$ cat src/design/mch_pkg.sv
// package: constants, register map and carriers for the upper mode code handler
package mch_pkg;

  // ****************************************
  // mode codes
  // ****************************************
  localparam logic [4:0] MC_TX_BIT = 5'h13;
  localparam logic [4:0] MC_FIRST = 5'h13;

  // ****************************************
  // enhanced mode code storage map
  // ****************************************
  localparam logic [7:0] ENH_PAGE = 8'h01;
  localparam logic [3:0] ENH_RX_NIB = 4'h1;
  localparam logic [3:0] ENH_TX_NIB = 4'h2;
  localparam logic [3:0] ENH_BC_NIB = 4'h3;

  // ****************************************
  // register byte offsets
  // ****************************************
  localparam logic [5:0] OFS_CFG3 = 6'h00;
  localparam logic [5:0] OFS_CFG4 = 6'h04;
  localparam logic [5:0] OFS_PTR_RX0 = 6'h08;
  localparam logic [5:0] OFS_PTR_RX31 = 6'h0C;
  localparam logic [5:0] OFS_PTR_TX0 = 6'h10;
  localparam logic [5:0] OFS_PTR_TX31 = 6'h14;
  localparam logic [5:0] OFS_BITW = 6'h18;
  localparam logic [5:0] OFS_STAT = 6'h1C;

  // ****************************************
  // field positions
  // ****************************************
  localparam int CFG3_ENH_MODE = 15;
  localparam int CFG3_ENH_MC = 0;
  localparam int CFG4_EXT_BIT = 15;
  localparam int BIT_HI_WC = 6;
  localparam int BIT_LO_WC = 5;
  localparam int BIT_CMD_ERR = 4;
  localparam int ST_MSG_ERR = 1;
  localparam int ST_BCST_RX = 0;

  // ****************************************
  // reset values
  // ****************************************
  localparam logic [15:0] RST_WORD = 16'h0000;

  // ****************************************
  // carriers
  // ****************************************
  typedef struct packed {
    logic ok;
    logic bcst;
    logic tx;
    logic sa31;
    logic [4:0] code;
    logic [1:0] ndata;
    logic [15:0] data;
  } mch_msg_s;

  typedef struct packed {
    logic send_status;
    logic send_data;
    logic [15:0] data;
  } mch_resp_s;

  typedef struct packed {
    logic we;
    logic [15:0] addr;
    logic [15:0] wdata;
  } mch_ram_s;

  typedef enum logic [1:0] {
    ST_IDLE = 2'b00,
    ST_RD = 2'b01,
    ST_WR = 2'b10
  } mch_state_e;

endpackage

$ cat src/design/mch_mode_upper.sv
// upper mode code handler: response, storage and error logic for codes 10011..11111
// Contract
// tx BIT word: status then one BIT word
// internal BIT register unless both enables set
// both enables set: BIT word from RAM
// no enhanced codes: use SA0/31 pointer
// enhanced codes: external BIT word at 0123
// invalid command: ignore, no reply
// tx BIT plus data: error, high count
// rx 10011 no data: error, low count
// rx 10011 one word: status, store 0113
// bcst rx 10011 word: store 0133, no status
// bcst tx BIT: error, bcst, command error
// shutdown rx: store 0114, send status
// shutdown disables no transmitter, nothing else
// override rx: store 0115, reactivate nothing
// broadcast receive: set bcst, no status
// receive missing word: error, low count
// receive extra words: error, high count
// tx 10100/10101 with data: error, high
// tx 10100/10101: status plus 0124/0125 word
// bcst tx 10100/10101: error, bcst, command
// reserved codes: store rx, reply tx
// enhanced reserved map 0116/0126/0136 ranges
`timescale 1ns/1ps
`default_nettype none
module mch_mode_upper (
  // clock and reset
  input wire logic clk,
  input wire logic rstn,
  // avalon-mm slave
  input wire logic [5:0] avs_address,
  input wire logic avs_read,
  input wire logic avs_write,
  input wire logic [31:0] avs_writedata,
  input wire logic [3:0] avs_byteenable,
  output logic [31:0] avs_readdata,
  output logic avs_waitrequest,
  // decoded message from the bus side
  input wire logic msg_valid,
  input wire mch_pkg::mch_msg_s msg,
  output logic busy,
  // response to the encoder
  output logic resp_valid,
  output mch_pkg::mch_resp_s resp,
  // shared ram port
  output logic ram_valid,
  output mch_pkg::mch_ram_s ram,
  input wire logic ram_ack,
  input wire logic [15:0] ram_rdata,
  // status word and bit word flags
  output logic msg_err,
  output logic bcst_rx,
  output logic [15:0] bit_word
);
  import mch_pkg::*;

  // ****************************************
  // helpers
  // ****************************************
  function automatic logic [15:0] merge16(input logic [15:0] old, input logic [31:0] wd,
                                          input logic [3:0] be);
    logic [15:0] r;
    r = old;
    if (be[0]) begin
      r[7:0] = wd[7:0];
    end
    if (be[1]) begin
      r[15:8] = wd[15:8];
    end
    return r;
  endfunction

  // ****************************************
  // registers
  // ****************************************
  logic [15:0] cfg3;
  logic [15:0] cfg4;
  logic [15:0] ptr_rx0;
  logic [15:0] ptr_rx31;
  logic [15:0] ptr_tx0;
  logic [15:0] ptr_tx31;
  mch_state_e state;
  logic pend_status;

  // ****************************************
  // bus decode
  // ****************************************
  wire bus_req = (avs_read || avs_write) && avs_waitrequest;
  wire wr_go = avs_write && !avs_waitrequest;
  wire wr_cfg3 = wr_go && (avs_address == OFS_CFG3);
  wire wr_cfg4 = wr_go && (avs_address == OFS_CFG4);
  wire wr_prx0 = wr_go && (avs_address == OFS_PTR_RX0);
  wire wr_prx31 = wr_go && (avs_address == OFS_PTR_RX31);
  wire wr_ptx0 = wr_go && (avs_address == OFS_PTR_TX0);
  wire wr_ptx31 = wr_go && (avs_address == OFS_PTR_TX31);
  wire wr_bitw = wr_go && (avs_address == OFS_BITW);
  wire wr_stat = wr_go && (avs_address == OFS_STAT);
  wire [15:0] clr_bits = merge16(16'h0000, avs_writedata, avs_byteenable);
  wire [15:0] stat_word = {14'h0000, msg_err, bcst_rx};
  wire [15:0] rd_word =
    (avs_address == OFS_CFG3) ? cfg3 :
    (avs_address == OFS_CFG4) ? cfg4 :
    (avs_address == OFS_PTR_RX0) ? ptr_rx0 :
    (avs_address == OFS_PTR_RX31) ? ptr_rx31 :
    (avs_address == OFS_PTR_TX0) ? ptr_tx0 :
    (avs_address == OFS_PTR_TX31) ? ptr_tx31 :
    (avs_address == OFS_BITW) ? bit_word :
    (avs_address == OFS_STAT) ? stat_word : 16'h0000;

  // ****************************************
  // message decode
  // ****************************************
  wire enh_mc = cfg3[CFG3_ENH_MODE] && cfg3[CFG3_ENH_MC];
  wire ext_bit = cfg3[CFG3_ENH_MODE] && cfg4[CFG4_EXT_BIT];
  wire take = msg_valid && (state == ST_IDLE);
  wire mine = take && msg.ok && (msg.code >= MC_FIRST);
  wire is_bit = (msg.code == MC_TX_BIT);
  wire no_data = (msg.ndata == 2'b00);
  wire one_data = (msg.ndata == 2'b01);
  // transmit branch
  wire tx_bcst = msg.tx && msg.bcst;
  wire tx_data = msg.tx && !msg.bcst && !no_data;
  wire tx_ok = msg.tx && !msg.bcst && no_data;
  // receive branch
  wire rx_lo = !msg.tx && no_data;
  wire rx_hi = !msg.tx && !no_data && !one_data;
  wire rx_ok = !msg.tx && one_data;
  // error flag terms
  wire set_me = mine && (tx_bcst || tx_data || rx_lo || rx_hi);
  wire set_bcr = mine && msg.bcst;
  wire set_hi = mine && (tx_data || rx_hi);
  wire set_lo = mine && rx_lo;
  wire set_cc = mine && tx_bcst;
  // ram use: internal BIT word needs no ram cycle
  wire tx_int = tx_ok && is_bit && !ext_bit;
  wire go_rd = mine && tx_ok && !tx_int;
  wire go_wr = mine && rx_ok;
  // enhanced map: page 01, nibble by broadcast or else by direction, low nibble of code
  wire [3:0] enh_nib = msg.bcst ? ENH_BC_NIB : (msg.tx ? ENH_TX_NIB : ENH_RX_NIB);
  wire [15:0] enh_addr = {ENH_PAGE, enh_nib, msg.code[3:0]};
  wire [15:0] ptr_rx = msg.sa31 ? ptr_rx31 : ptr_rx0;
  wire [15:0] ptr_tx = msg.sa31 ? ptr_tx31 : ptr_tx0;
  wire [15:0] lut_addr = msg.tx ? ptr_tx : ptr_rx;
  wire [15:0] ram_addr_sel = enh_mc ? enh_addr : lut_addr;

  // ****************************************
  // next values
  // ****************************************
  wire [15:0] bit_set = ({15'h0000, set_hi} << BIT_HI_WC) | ({15'h0000, set_lo} << BIT_LO_WC)
    | ({15'h0000, set_cc} << BIT_CMD_ERR);
  wire [15:0] bit_clr = wr_bitw ? clr_bits : 16'h0000;
  // a flag raised in the clearing cycle survives
  wire [15:0] next_bit_word = (bit_word & ~bit_clr) | bit_set;
  wire next_msg_err = (msg_err && !(wr_stat && clr_bits[ST_MSG_ERR])) || set_me;
  wire next_bcst_rx = (bcst_rx && !(wr_stat && clr_bits[ST_BCST_RX])) || set_bcr;

  // ****************************************
  // avalon slave: one wait cycle, then answer
  // ****************************************
  always_ff @(posedge clk) begin
    if (!rstn) begin
      avs_waitrequest <= 1'b1;
      avs_readdata <= 32'h00000000;
    end else begin
      avs_waitrequest <= !bus_req;
      if (bus_req && avs_read) begin
        avs_readdata <= {16'h0000, rd_word};
      end
    end
  end

  always_ff @(posedge clk) begin
    if (!rstn) begin
      cfg3 <= RST_WORD;
      cfg4 <= RST_WORD;
      ptr_rx0 <= RST_WORD;
      ptr_rx31 <= RST_WORD;
      ptr_tx0 <= RST_WORD;
      ptr_tx31 <= RST_WORD;
    end else begin
      if (wr_cfg3) begin
        cfg3 <= merge16(cfg3, avs_writedata, avs_byteenable);
      end
      if (wr_cfg4) begin
        cfg4 <= merge16(cfg4, avs_writedata, avs_byteenable);
      end
      if (wr_prx0) begin
        ptr_rx0 <= merge16(ptr_rx0, avs_writedata, avs_byteenable);
      end
      if (wr_prx31) begin
        ptr_rx31 <= merge16(ptr_rx31, avs_writedata, avs_byteenable);
      end
      if (wr_ptx0) begin
        ptr_tx0 <= merge16(ptr_tx0, avs_writedata, avs_byteenable);
      end
      if (wr_ptx31) begin
        ptr_tx31 <= merge16(ptr_tx31, avs_writedata, avs_byteenable);
      end
    end
  end

  // ****************************************
  // status and bit word flags
  // ****************************************
  always_ff @(posedge clk) begin
    if (!rstn) begin
      bit_word <= RST_WORD;
      msg_err <= 1'b0;
      bcst_rx <= 1'b0;
    end else begin
      bit_word <= next_bit_word;
      msg_err <= next_msg_err;
      bcst_rx <= next_bcst_rx;
    end
  end

  // ****************************************
  // sequencer
  // ****************************************
  // shutdown codes only store and reply; transmitter enables are not touched here
  always_ff @(posedge clk) begin
    if (!rstn) begin
      state <= ST_IDLE;
      busy <= 1'b0;
      pend_status <= 1'b0;
      ram_valid <= 1'b0;
      ram <= '0;
      resp_valid <= 1'b0;
      resp <= '0;
    end else begin
      resp_valid <= 1'b0;
      unique case (state)
        ST_IDLE: begin
          if (mine && tx_ok && tx_int) begin
            resp_valid <= 1'b1;
            resp <= '{send_status: 1'b1, send_data: 1'b1, data: next_bit_word};
          end else if (go_rd) begin
            state <= ST_RD;
            busy <= 1'b1;
            ram_valid <= 1'b1;
            ram <= '{we: 1'b0, addr: ram_addr_sel, wdata: 16'h0000};
          end else if (go_wr) begin
            state <= ST_WR;
            busy <= 1'b1;
            pend_status <= !msg.bcst;
            ram_valid <= 1'b1;
            ram <= '{we: 1'b1, addr: ram_addr_sel, wdata: msg.data};
          end
        end
        ST_RD: begin
          if (ram_ack) begin
            state <= ST_IDLE;
            busy <= 1'b0;
            ram_valid <= 1'b0;
            resp_valid <= 1'b1;
            resp <= '{send_status: 1'b1, send_data: 1'b1, data: ram_rdata};
          end
        end
        ST_WR: begin
          if (ram_ack) begin
            state <= ST_IDLE;
            busy <= 1'b0;
            ram_valid <= 1'b0;
            resp_valid <= pend_status;
            resp <= '{send_status: 1'b1, send_data: 1'b0, data: 16'h0000};
          end
        end
        default: begin
          state <= ST_IDLE;
          busy <= 1'b0;
          ram_valid <= 1'b0;
        end
      endcase
    end
  end

endmodule
`default_nettype wire

$ cat config.mk
export PLATFORM = sky130hd
export DESIGN_NAME = mch_mode_upper
export DESIGN_NICKNAME = d
export VERILOG_FILES = /design/src/design/mch_pkg.sv /design/src/design/mch_mode_upper.sv
export SDC_FILE = /design/constraint.sdc
export NUM_CORES = 1
export LEC_CHECK = 0
export BUFFER_PORTS_ARGS = -buffer_cell sky130_fd_sc_hd__buf_2
export CAP_MARGIN = 20
export CORE_ASPECT_RATIO = 0.6
export CORE_UTILIZATION = 61
export CTS_BUF_LIST = sky130_fd_sc_hd__clkbuf_8
export DETAILED_ROUTE_END_ITERATION = 12
export PLACE_DENSITY = 0.88
export SLEW_MARGIN = 10
export SYNTH_ARGS = -nofsm -noshare
export SYNTH_HDL_FRONTEND = slang
export SYNTH_SLANG_ARGS = --single-unit
$ cat constraint.sdc
create_clock -name clk -period 4.2 [get_ports clk]
set_clock_uncertainty 0.05 [all_clocks]
set_input_delay 0.84 -clock clk [delete_from_list [all_inputs] [get_ports clk]]
set_output_delay 0.84 -clock clk [all_outputs]
set_load 0.05 [all_outputs]
* After elaboration in Yosys (flattened, before gate mapping) *
Cells that the tools add are included.

cells by class
  equality and inequality tests = 17
  reductions and logical operators = 78
  bitwise logic cells = 7
  magnitude comparators = 1
  multiplexer cells = 37

operators by type and width
  cell                                           number
  2-to-1 mux 16 bit                              12
  2-to-1 mux 33 bit                              2
  2-to-1 mux 18 bit                              3
  case mux 18 bit (3 select lines)               1
  logical AND 1 bit                              39
  == test 6 x 5 -> 1 bit, second input constant  4
  AND reduction 2 bit                            12
  AND 16 bit                                     1
  2-to-1 mux 8 bit                               2
  NOT 16 bit                                     1
  bitwise OR 16 x 7 -> 16 bit                    1
  2-to-1 mux 2 bit                               7
  == test 6 x 4 -> 1 bit, second input constant  2
  zero test 1 bit                                10
  AND reduction 4 bit                            2
  logical OR 1 bit                               7
  2-to-1 mux 1 bit                               7
  bitwise OR 7 x 5 -> 7 bit                      1
  bitwise OR 7 x 6 -> 7 bit                      1
  == test 6 x 3 -> 1 bit, second input constant  1
  zero test 6 bit                                1
  inequality test 2 bit, second input constant   3
  AND reduction 3 bit                            2
  == test 5 bit, second input constant           1
  other kinds (13)                               17

storage, ports and cells
  logic and storage cells = 167
  output and inout bits = 105
  bits of input ports = 91
  bits in registers = 187

* Logic depth before layout (Yosys ltp) *
Gate-level depths: netlist of run 1.

  depth after elaboration = 11
  mapped depth = 9

* Worst setup path before layout of run 1 *
OpenSTA, ideal clock, no wires.

  kind = input-to-reg
  from = in msg[25] in the netlist's numbering
  to = reg ram[29] in the netlist's numbering
  stages on the path = 6
  setup time = 0.070 ns
  setup slack = 1.655 ns
  arrival = 2.425 ns
  cell sequence = buf_6 > or4b_4 > a211o_1 > buf_6 > or3_1 > a21oi_1

on the way
  cells in the longest elaborated chain, start to end = 9
  elaborated cells on any way between the ends = 13

RTL lines
  item                                line                   source
  from (decl)                         mch_mode_upper.sv:41   input wire mch_pkg::mch_msg_s msg,
  zero test 1 bit (*)                 mch_mode_upper.sv:124  wire tx_ok = msg.tx && !msg.bcst && no_data;
  logical AND 1 bit (*) (2 in a row)  mch_mode_upper.sv:124
  logical AND 1 bit (2 in a row)      mch_mode_upper.sv:136  wire tx_int = tx_ok && is_bit && !ext_bit;
  zero test 1 bit                     mch_mode_upper.sv:137  wire go_rd = mine && tx_ok && !tx_int;
  logical AND 1 bit                   mch_mode_upper.sv:137
  nonzero test 2 bit (no line)        --
  AND reduction 3 bit (no line)       --
  to (signal assigned)                mch_mode_upper.sv:242  ram <= '{we: 1'b0, addr: ram_addr_sel, wdata: 16'h0000};
  to (signal assigned)                mch_mode_upper.sv:248  ram <= '{we: 1'b1, addr: ram_addr_sel, wdata: msg.data};
  to (decl)                           mch_mode_upper.sv:48   output mch_pkg::mch_ram_s ram,

Every way passes the cells marked *; elsewhere a longest branch is shown, timed or not.
A chain may end at the register's enable or synchronous reset.

* Worst setup path after layout of run 1 *
  from = in avs_address[2]
  to = reg ptr_tx0[8]

on the way
  cells in the longest elaborated chain, start to end = 3

RTL lines
  item                           line                   source
  from (decl)                    mch_mode_upper.sv:32   input wire logic [5:0] avs_address,
  == test 6 x 5 -> 1 bit         mch_mode_upper.sv:95   wire wr_ptx0 = wr_go && (avs_address == OFS_PTR_TX0);
  logical AND 1 bit              mch_mode_upper.sv:95
  AND reduction 2 bit (no line)  --
  to (signal assigned)           mch_mode_upper.sv:195  ptr_tx0 <= merge16(ptr_tx0, avs_writedata, avs_byteenable);
  to (decl)                      mch_mode_upper.sv:81   logic [15:0] ptr_tx0;

No other way between the ends.

==> metrics.yaml, run 1 <==
status: "completed"
ys_ff_latch: 187
drt_first_iter_violations: 911
die_h_um: 96.1
cts-resized-gates: 0
worst_hold_path_type: "reg2reg"
finalCriticalPeriod_ns: 2.66
std_cell_rows: 33
grt_use_met2_pct: 53.9
synth_async_sr_flop_share_pct: 0
cts_buffers: 17
grt_pass1_vias: 7588
busiest_layer: "met2"
area_growth_syn_to_layout_pct: 13.1
critPathMaxFanout: 20
place_hpwl_mm: 18.9
hold_viol: 0
ys_warn_count: 0
internal_power_mw: 2.35
syn-cell-area_sq_mm: 0.00901
crit_buf_inv: 2
core_sq_mm: 0.0140
crit_start: "avs_address[2]"
die_w_um: 159
grt_util_all_layers_pct: 34.9
nets: 1200
ys_types: 64
tightest_slew_ns: 0.910
stdcell_area_sq_mm: 0.0102
vias: 8465
p_total_mw: 3.30
first_pass_iters: 6
period_share_pct: 63.4
htree_num_levels: 4
start_util_pct: 64.2
yosys-top-cells-area: "dfxtp_1, mux2i_1, nor2_1, mux4_2, and3_1"
rsz0062_at_grt: "no"
wl_per_cell_um: 20.4
drv_cap: 0
required_ns: 4.51
via_per_inst: 6.46
clkSinkCount: 187
syn-instance-count: 989
p_switching_uw: 954
endpoint_kind: "flip-flop"
slowest_delay_ns: 0.70
cp.arrival_ns: 2.98
startpoint_type: "input port"
finalMaxSlewViolations: 0
powerDensity_mw_per_mm2: 324
io_buffers: 161
max_freq_mhz: 375
clk-insertion-delay-late_ns: 0.48
worstHoldStart: "ram[7]"
p_comb_share_pct: 9.4
max-slew-margin-rel_pct: 39.0
grtUsageMet1_pct: 46.0
endpoint: "ptr_tx0[8]"
cts_hold_buf: 0
rrSetupSlack_ns: 1.72
synth_top_area_share_pct: 41.6
syn-mean-instance-area_sq_um: 9.11
setup_tns_ns: 0
r2r_end: "resp[6]"
gp_congestion: 0.907
cts_tree: "done"
place_area_sq_mm: 0.00979
r2r_start: "state[1]"
synth_flop_cell: "dfxtp_1"
p_seq_share_pct: 54.2
rr_worst_depth: 7
drc: 0
synth-seq-area-share_pct: 41.6
antenna_found_initial: 2
drive_above_1_share_pct: 22.1
cts_setup_buffers: 0
io_pins: 196
root_buffer: "clkbuf_8"
synth_top_area_cell: "dfxtp_1"
cp_cell_sequence: "buf_2, nor2_1, buf_4, nand3_1, mux2i_1, nor2_1"
ir_drop_v: 0.000207
die_area_sq_mm: 0.0153
power.leakage_nw: 4.50
overflow: 0
cts_buffer_depth: 2
ant_nets: 0
grt_use_met3_pct: 10.9
synth-edff-count: 0
finalSetupViolCount: 0
path_common_cell: "nor2_1"
p_clk_share_pct: 36.4
timing_worst_setup_path_type: "in2reg"
slowest_stage: "nor2_1"
grt_pass1_wl_mm: 41.4
grt_max_degree: 74
cp.depth: 6
clk_pin_slew_worst_paths_ns: 0.10
cp_top_family: "simple AND/OR/NAND/NOR gates"
sw_frac_of_total_pct: 28.9
routed_wl_mm: 26.7
==> final cells by class <==
type / count / area (sq um)
antenna: 1 / 2.50
inverter: 21 / 81.3
fill: 1061 / 3850
multi-input combinational: 698 / 4780
clock buffer: 17 / 234
sequential: 187 / 3740
timing repair buffer: 179 / 953
clock inverter: 15 / 155
tap: 192 / 240
==> routing by layer <==
metal  up-vias  wire, um
met4         2       555
met5         -         9
li1       3840         -
met3        58      3020
met1      4078     11100
met2       487     12000
==> worst min-delay path by stage <==
stage	endpoint	slack (ns)	cells past startpoint
2_1_floorplan	cfg4[11]	0.40	2
3_3_place_gp	ram[9]	0.39	2
3_5_place_dp	ram[2]	0.39	2
4_1_cts	ram[2]	0.41	2
5_1_grt	avs_readdata[3]	0.43	2
6_report	ram[7]	0.41	2
==> stage by stage <==
stage          hold slack, ns  worst slack (ns)  util (%)  instances
6_report                0.406              1.54      72.6       1310
5_1_grt                 0.434              1.39      72.6       1309
3_5_place_dp            0.395              1.13      69.7       1276
4_1_cts                 0.410              1.62      72.5       1308
2_1_floorplan           0.402              1.66         -       1004
3_3_place_gp            0.389              1.14      69.7       1276
==> synthesized netlist by cell type (all sizes together) (11+ instances only) <==
library cell  instances
a211o                14
dfxtp               187
nor2                108
a31oi                16
nor3                 30
buf                  38
nand2                66
o31ai                12
mux2i               110
clkbuf               60
and3                 57
o311ai               12
or3                  11
o21ai                17
nand4                21
nand3                35
inv                  21
a21oi                57
a211oi               17
mux4                 16
a32oi                16
==> power groups by stage <==
stage               clock [mW]  sequential, mW  combinational (mW)
detailed placement           0            1.83               0.300
global placement             0            1.83               0.295
CTS                       1.20            1.79               0.302
finish                    1.20            1.79               0.310
floorplan                    0            1.86               0.174
global route              1.28            1.79               0.325
==> sequential cells by signal, summed over array words and instances (netlist names) <==
signal and count:
ram 33, resp 18, avs_readdata 16, bit_word 16
cfg3 16, cfg4 16, ptr_rx0 16, ptr_rx31 16
ptr_tx0 16, ptr_tx31 16, state 2, avs_waitrequest 1
bcst_rx 1, msg_err 1, pend_status 1, ram_valid 1
resp_valid 1
==> cell families after synthesis <==
family | count (synthesis) | synth area share, %
AOI/OAI and AO/OA | 196 | 15.1
adders and majority gates | 5 | 0.695
buffers and inverters | 119 | 6.20
DFF | 187 | 41.6
muxes | 127 | 16.4
other | 1 | 0.0416
and+or+nand+nor | 354 | 20.1
==> cells in the final DEF (no fill, tap or decap), types with 16 or more instances in the layout <==
| cell type | synthesis | final |
|---|---|---|
| dfxtp_1 | 187 | 187 |
| buf_2 | 16 | 161 |
| mux2i_1 | 110 | 110 |
| nor2_1 | 108 | 108 |
| nand2_1 | 66 | 66 |
| and3_1 | 57 | 57 |
| a21oi_1 | 57 | 57 |
| nand3_1 | 33 | 33 |
| nor3_1 | 25 | 25 |
| inv_1 | 21 | 21 |
| nand4_1 | 21 | 21 |
| clkbuf_8 | 0 | 17 |
| buf_4 | 18 | 17 |
| a31oi_1 | 16 | 16 |
| o21ai_0 | 16 | 16 |
| a211oi_1 | 16 | 16 |
| a32oi_1 | 16 | 16 |
| mux4_2 | 16 | 16 |
| conb_1 | 1 | 16 |
==> worst register-to-register path, cell delays in order (launching register included) <==
cell and delay, ns:
dfxtp_1 0.40, inv_1 0.12, ha_1 0.25, and4_1 0.26
a41o_1 0.16, buf_4 0.23, and2_1 0.66, a311oi_1 0.19
Power figures use the tool's default switching activity.
==> run 2: changes to the inputs <==
--- a/config.mk
+++ b/config.mk
@@ -8,10 +8,10 @@
 export BUFFER_PORTS_ARGS = -buffer_cell sky130_fd_sc_hd__buf_2
 export CAP_MARGIN = 20
 export CORE_ASPECT_RATIO = 0.6
-export CORE_UTILIZATION = 61
+export CORE_UTILIZATION = 57
 export CTS_BUF_LIST = sky130_fd_sc_hd__clkbuf_8
 export DETAILED_ROUTE_END_ITERATION = 12
-export PLACE_DENSITY = 0.88
+export PLACE_DENSITY = 0.83
 export SLEW_MARGIN = 10
 export SYNTH_ARGS = -nofsm -noshare
 export SYNTH_HDL_FRONTEND = slang
==> constraint.sdc (replaced) <==
create_clock -name clk -period 2.54 [get_ports clk]
set_clock_uncertainty 0.05 [all_clocks]
set_input_delay 0.508 -clock clk [delete_from_list [all_inputs] [get_ports clk]]
set_output_delay 0.508 -clock clk [all_outputs]
set_load 0.05 [all_outputs]
==> metrics.yaml, run 2 (synthesis results as in run 1) <==
rsz0062_at_grt: "no"
final_common_cell: "dfxtp_1"
tightest_slew_ns: 0.701
die_w_um: 164
clkSinkCount: 187
drive_above_1_share_pct: 24.6
drc: 0
crit_start: "state[0]"
period_share_pct: 93.3
wl_per_cell_um: 19.6
timing_worst_setup_path_type: "reg2reg"
grt_pass1_vias: 7475
vias: 8429
final_util_pct: 68.8
finalMaxSlewViolations: 0
gp_congestion: 0.921
cts_setup_buffers: 0
status: "completed"
post-place-ws_ns: 0.157
place_hpwl_mm: 19.5
core_sq_mm: 0.0154
start_util_pct: 58.6
r2r_start: "state[0]"
cts_buffers: 17
first_pass_iters: 5
ir_drop_v: 0.000353
worstHoldStart: "msg[8]"
fin_hold_ws_ns: 0.209
startpoint_type: "flip-flop"
clk-insertion-delay-late_ns: 0.47
htree_num_levels: 4
fin_ws_ns: 0.171
grt_util_all_layers_pct: 32.5
cts_hold_buf: 0
finalCriticalPeriod_ns: 2.37
routed_wl_mm: 26.5
io_buffers: 161
cts_buffer_depth: 2
finalSetupViolCount: 0
power.leakage_nw: 4.70
die_area_sq_mm: 0.0163
drt_first_iter_violations: 946
largest_register_ffs: 33
cts_tree: "done"
required_ns: 2.88
critPathMaxFanout: 17
endpoint_kind: "flip-flop"
drv_cap: 0
via_per_inst: 6.22
max-slew-margin-rel_pct: 53.2
grt_max_degree: 139
io_pins: 196
area_growth_syn_to_layout_pct: 17.3
cts-resized-gates: 0
ant_nets: 0
n_fill_cell: 1229
die_h_um: 99.4
nets: 1235
layout_common_cells: "dfxtp_1, buf_2, mux2i_1"
root_buffer: "clkbuf_8"
max_freq_mhz: 422
std_cell_rows: 35
powerDensity_mw_per_mm2: 526
clk_pin_slew_worst_paths_ns: 0.11
cp.arrival_ns: 2.71
overflow: 0
antenna_found_initial: 2
register_area_sq_mm: 0.00374
regMostFlops: "ram"
multi_input_area_sq_mm: 0.00478
grt_pass1_wl_mm: 41.1
setup_tns_ns: 0
worst_hold_path_type: "in2reg"
hold_viol: 0
top_regs: "ram x33, resp x18"
==> run 2: cell types whose count changed in the layout (fill, tap and decap cells not counted), sizes merged <==
cell	previous run	this run
clkbuf	17	19
clkinvlp	1	2
buf	179	214
inv	29	26
==> run 2: metal layers <==
layer | up-vias | wire length, um | GRT usage [%]
met5 | - | 0 | 0
met3 | 46 | 2910 | 8.30
met4 | 0 | 424 | 6.84
met2 | 476 | 11600 | 48.8
met1 | 4001 | 11600 | 47.0
li1 | 3906 | - | -
==> run 2: per-stage QoR <==
| step | cell area (sq um) | std cells | total power, mW |
|---|---|---|---|
| 2_1_floorplan | 9060 | 1004 | 3.37 |
| 3_3_place_gp | 10100 | 1323 | 3.54 |
| 3_5_place_dp | 10100 | 1323 | 3.55 |
| 4_1_cts | 10600 | 1355 | 5.56 |
| 5_1_grt | 10600 | 1355 | 5.73 |
| 6_report | 10600 | 1356 | 5.56 |
==> run 2: cell type report <==
class	count	area share, %
diodes	1	0.0237
clock buffers	19	2.47
clock inverters	13	1.47
inverters	21	0.770
multi-input cells	698	45.2
flip-flops and latches	187	35.4
well taps	203	2.40
repair buffers	214	12.2
==> run 2: path summary, 6_finish.rpt <==
kind,depth (start not counted),slack (ns),to
hold reg to reg,2,0.41,avs_readdata[14]
setup / recovery,7,0.17,ram[27]
hold / removal,3,0.21,ram[8]
setup reg to reg,7,0.17,ram[27]
==> run 2: critical path: stages, from the launching register on <==
cell     delay (ns)
dfxtp_1        0.35
inv_1          0.14
ha_1           0.31
nand4_1        0.29
a211o_1        0.47
buf_12         0.19
or3_1          0.35
a21oi_1        0.15
==> run 2: power by group <==
group / switching, mW / internal, mW / leakage (nW) / total (mW)
registers: 0.0128 / 2.95 / 1.51 / 2.96
clock network: 1.19 / 0.875 / 0.204 / 2.07
logic: 0.386 / 0.147 / 2.99 / 0.533
total: 1.59 / 3.97 / 4.70 / 5.56
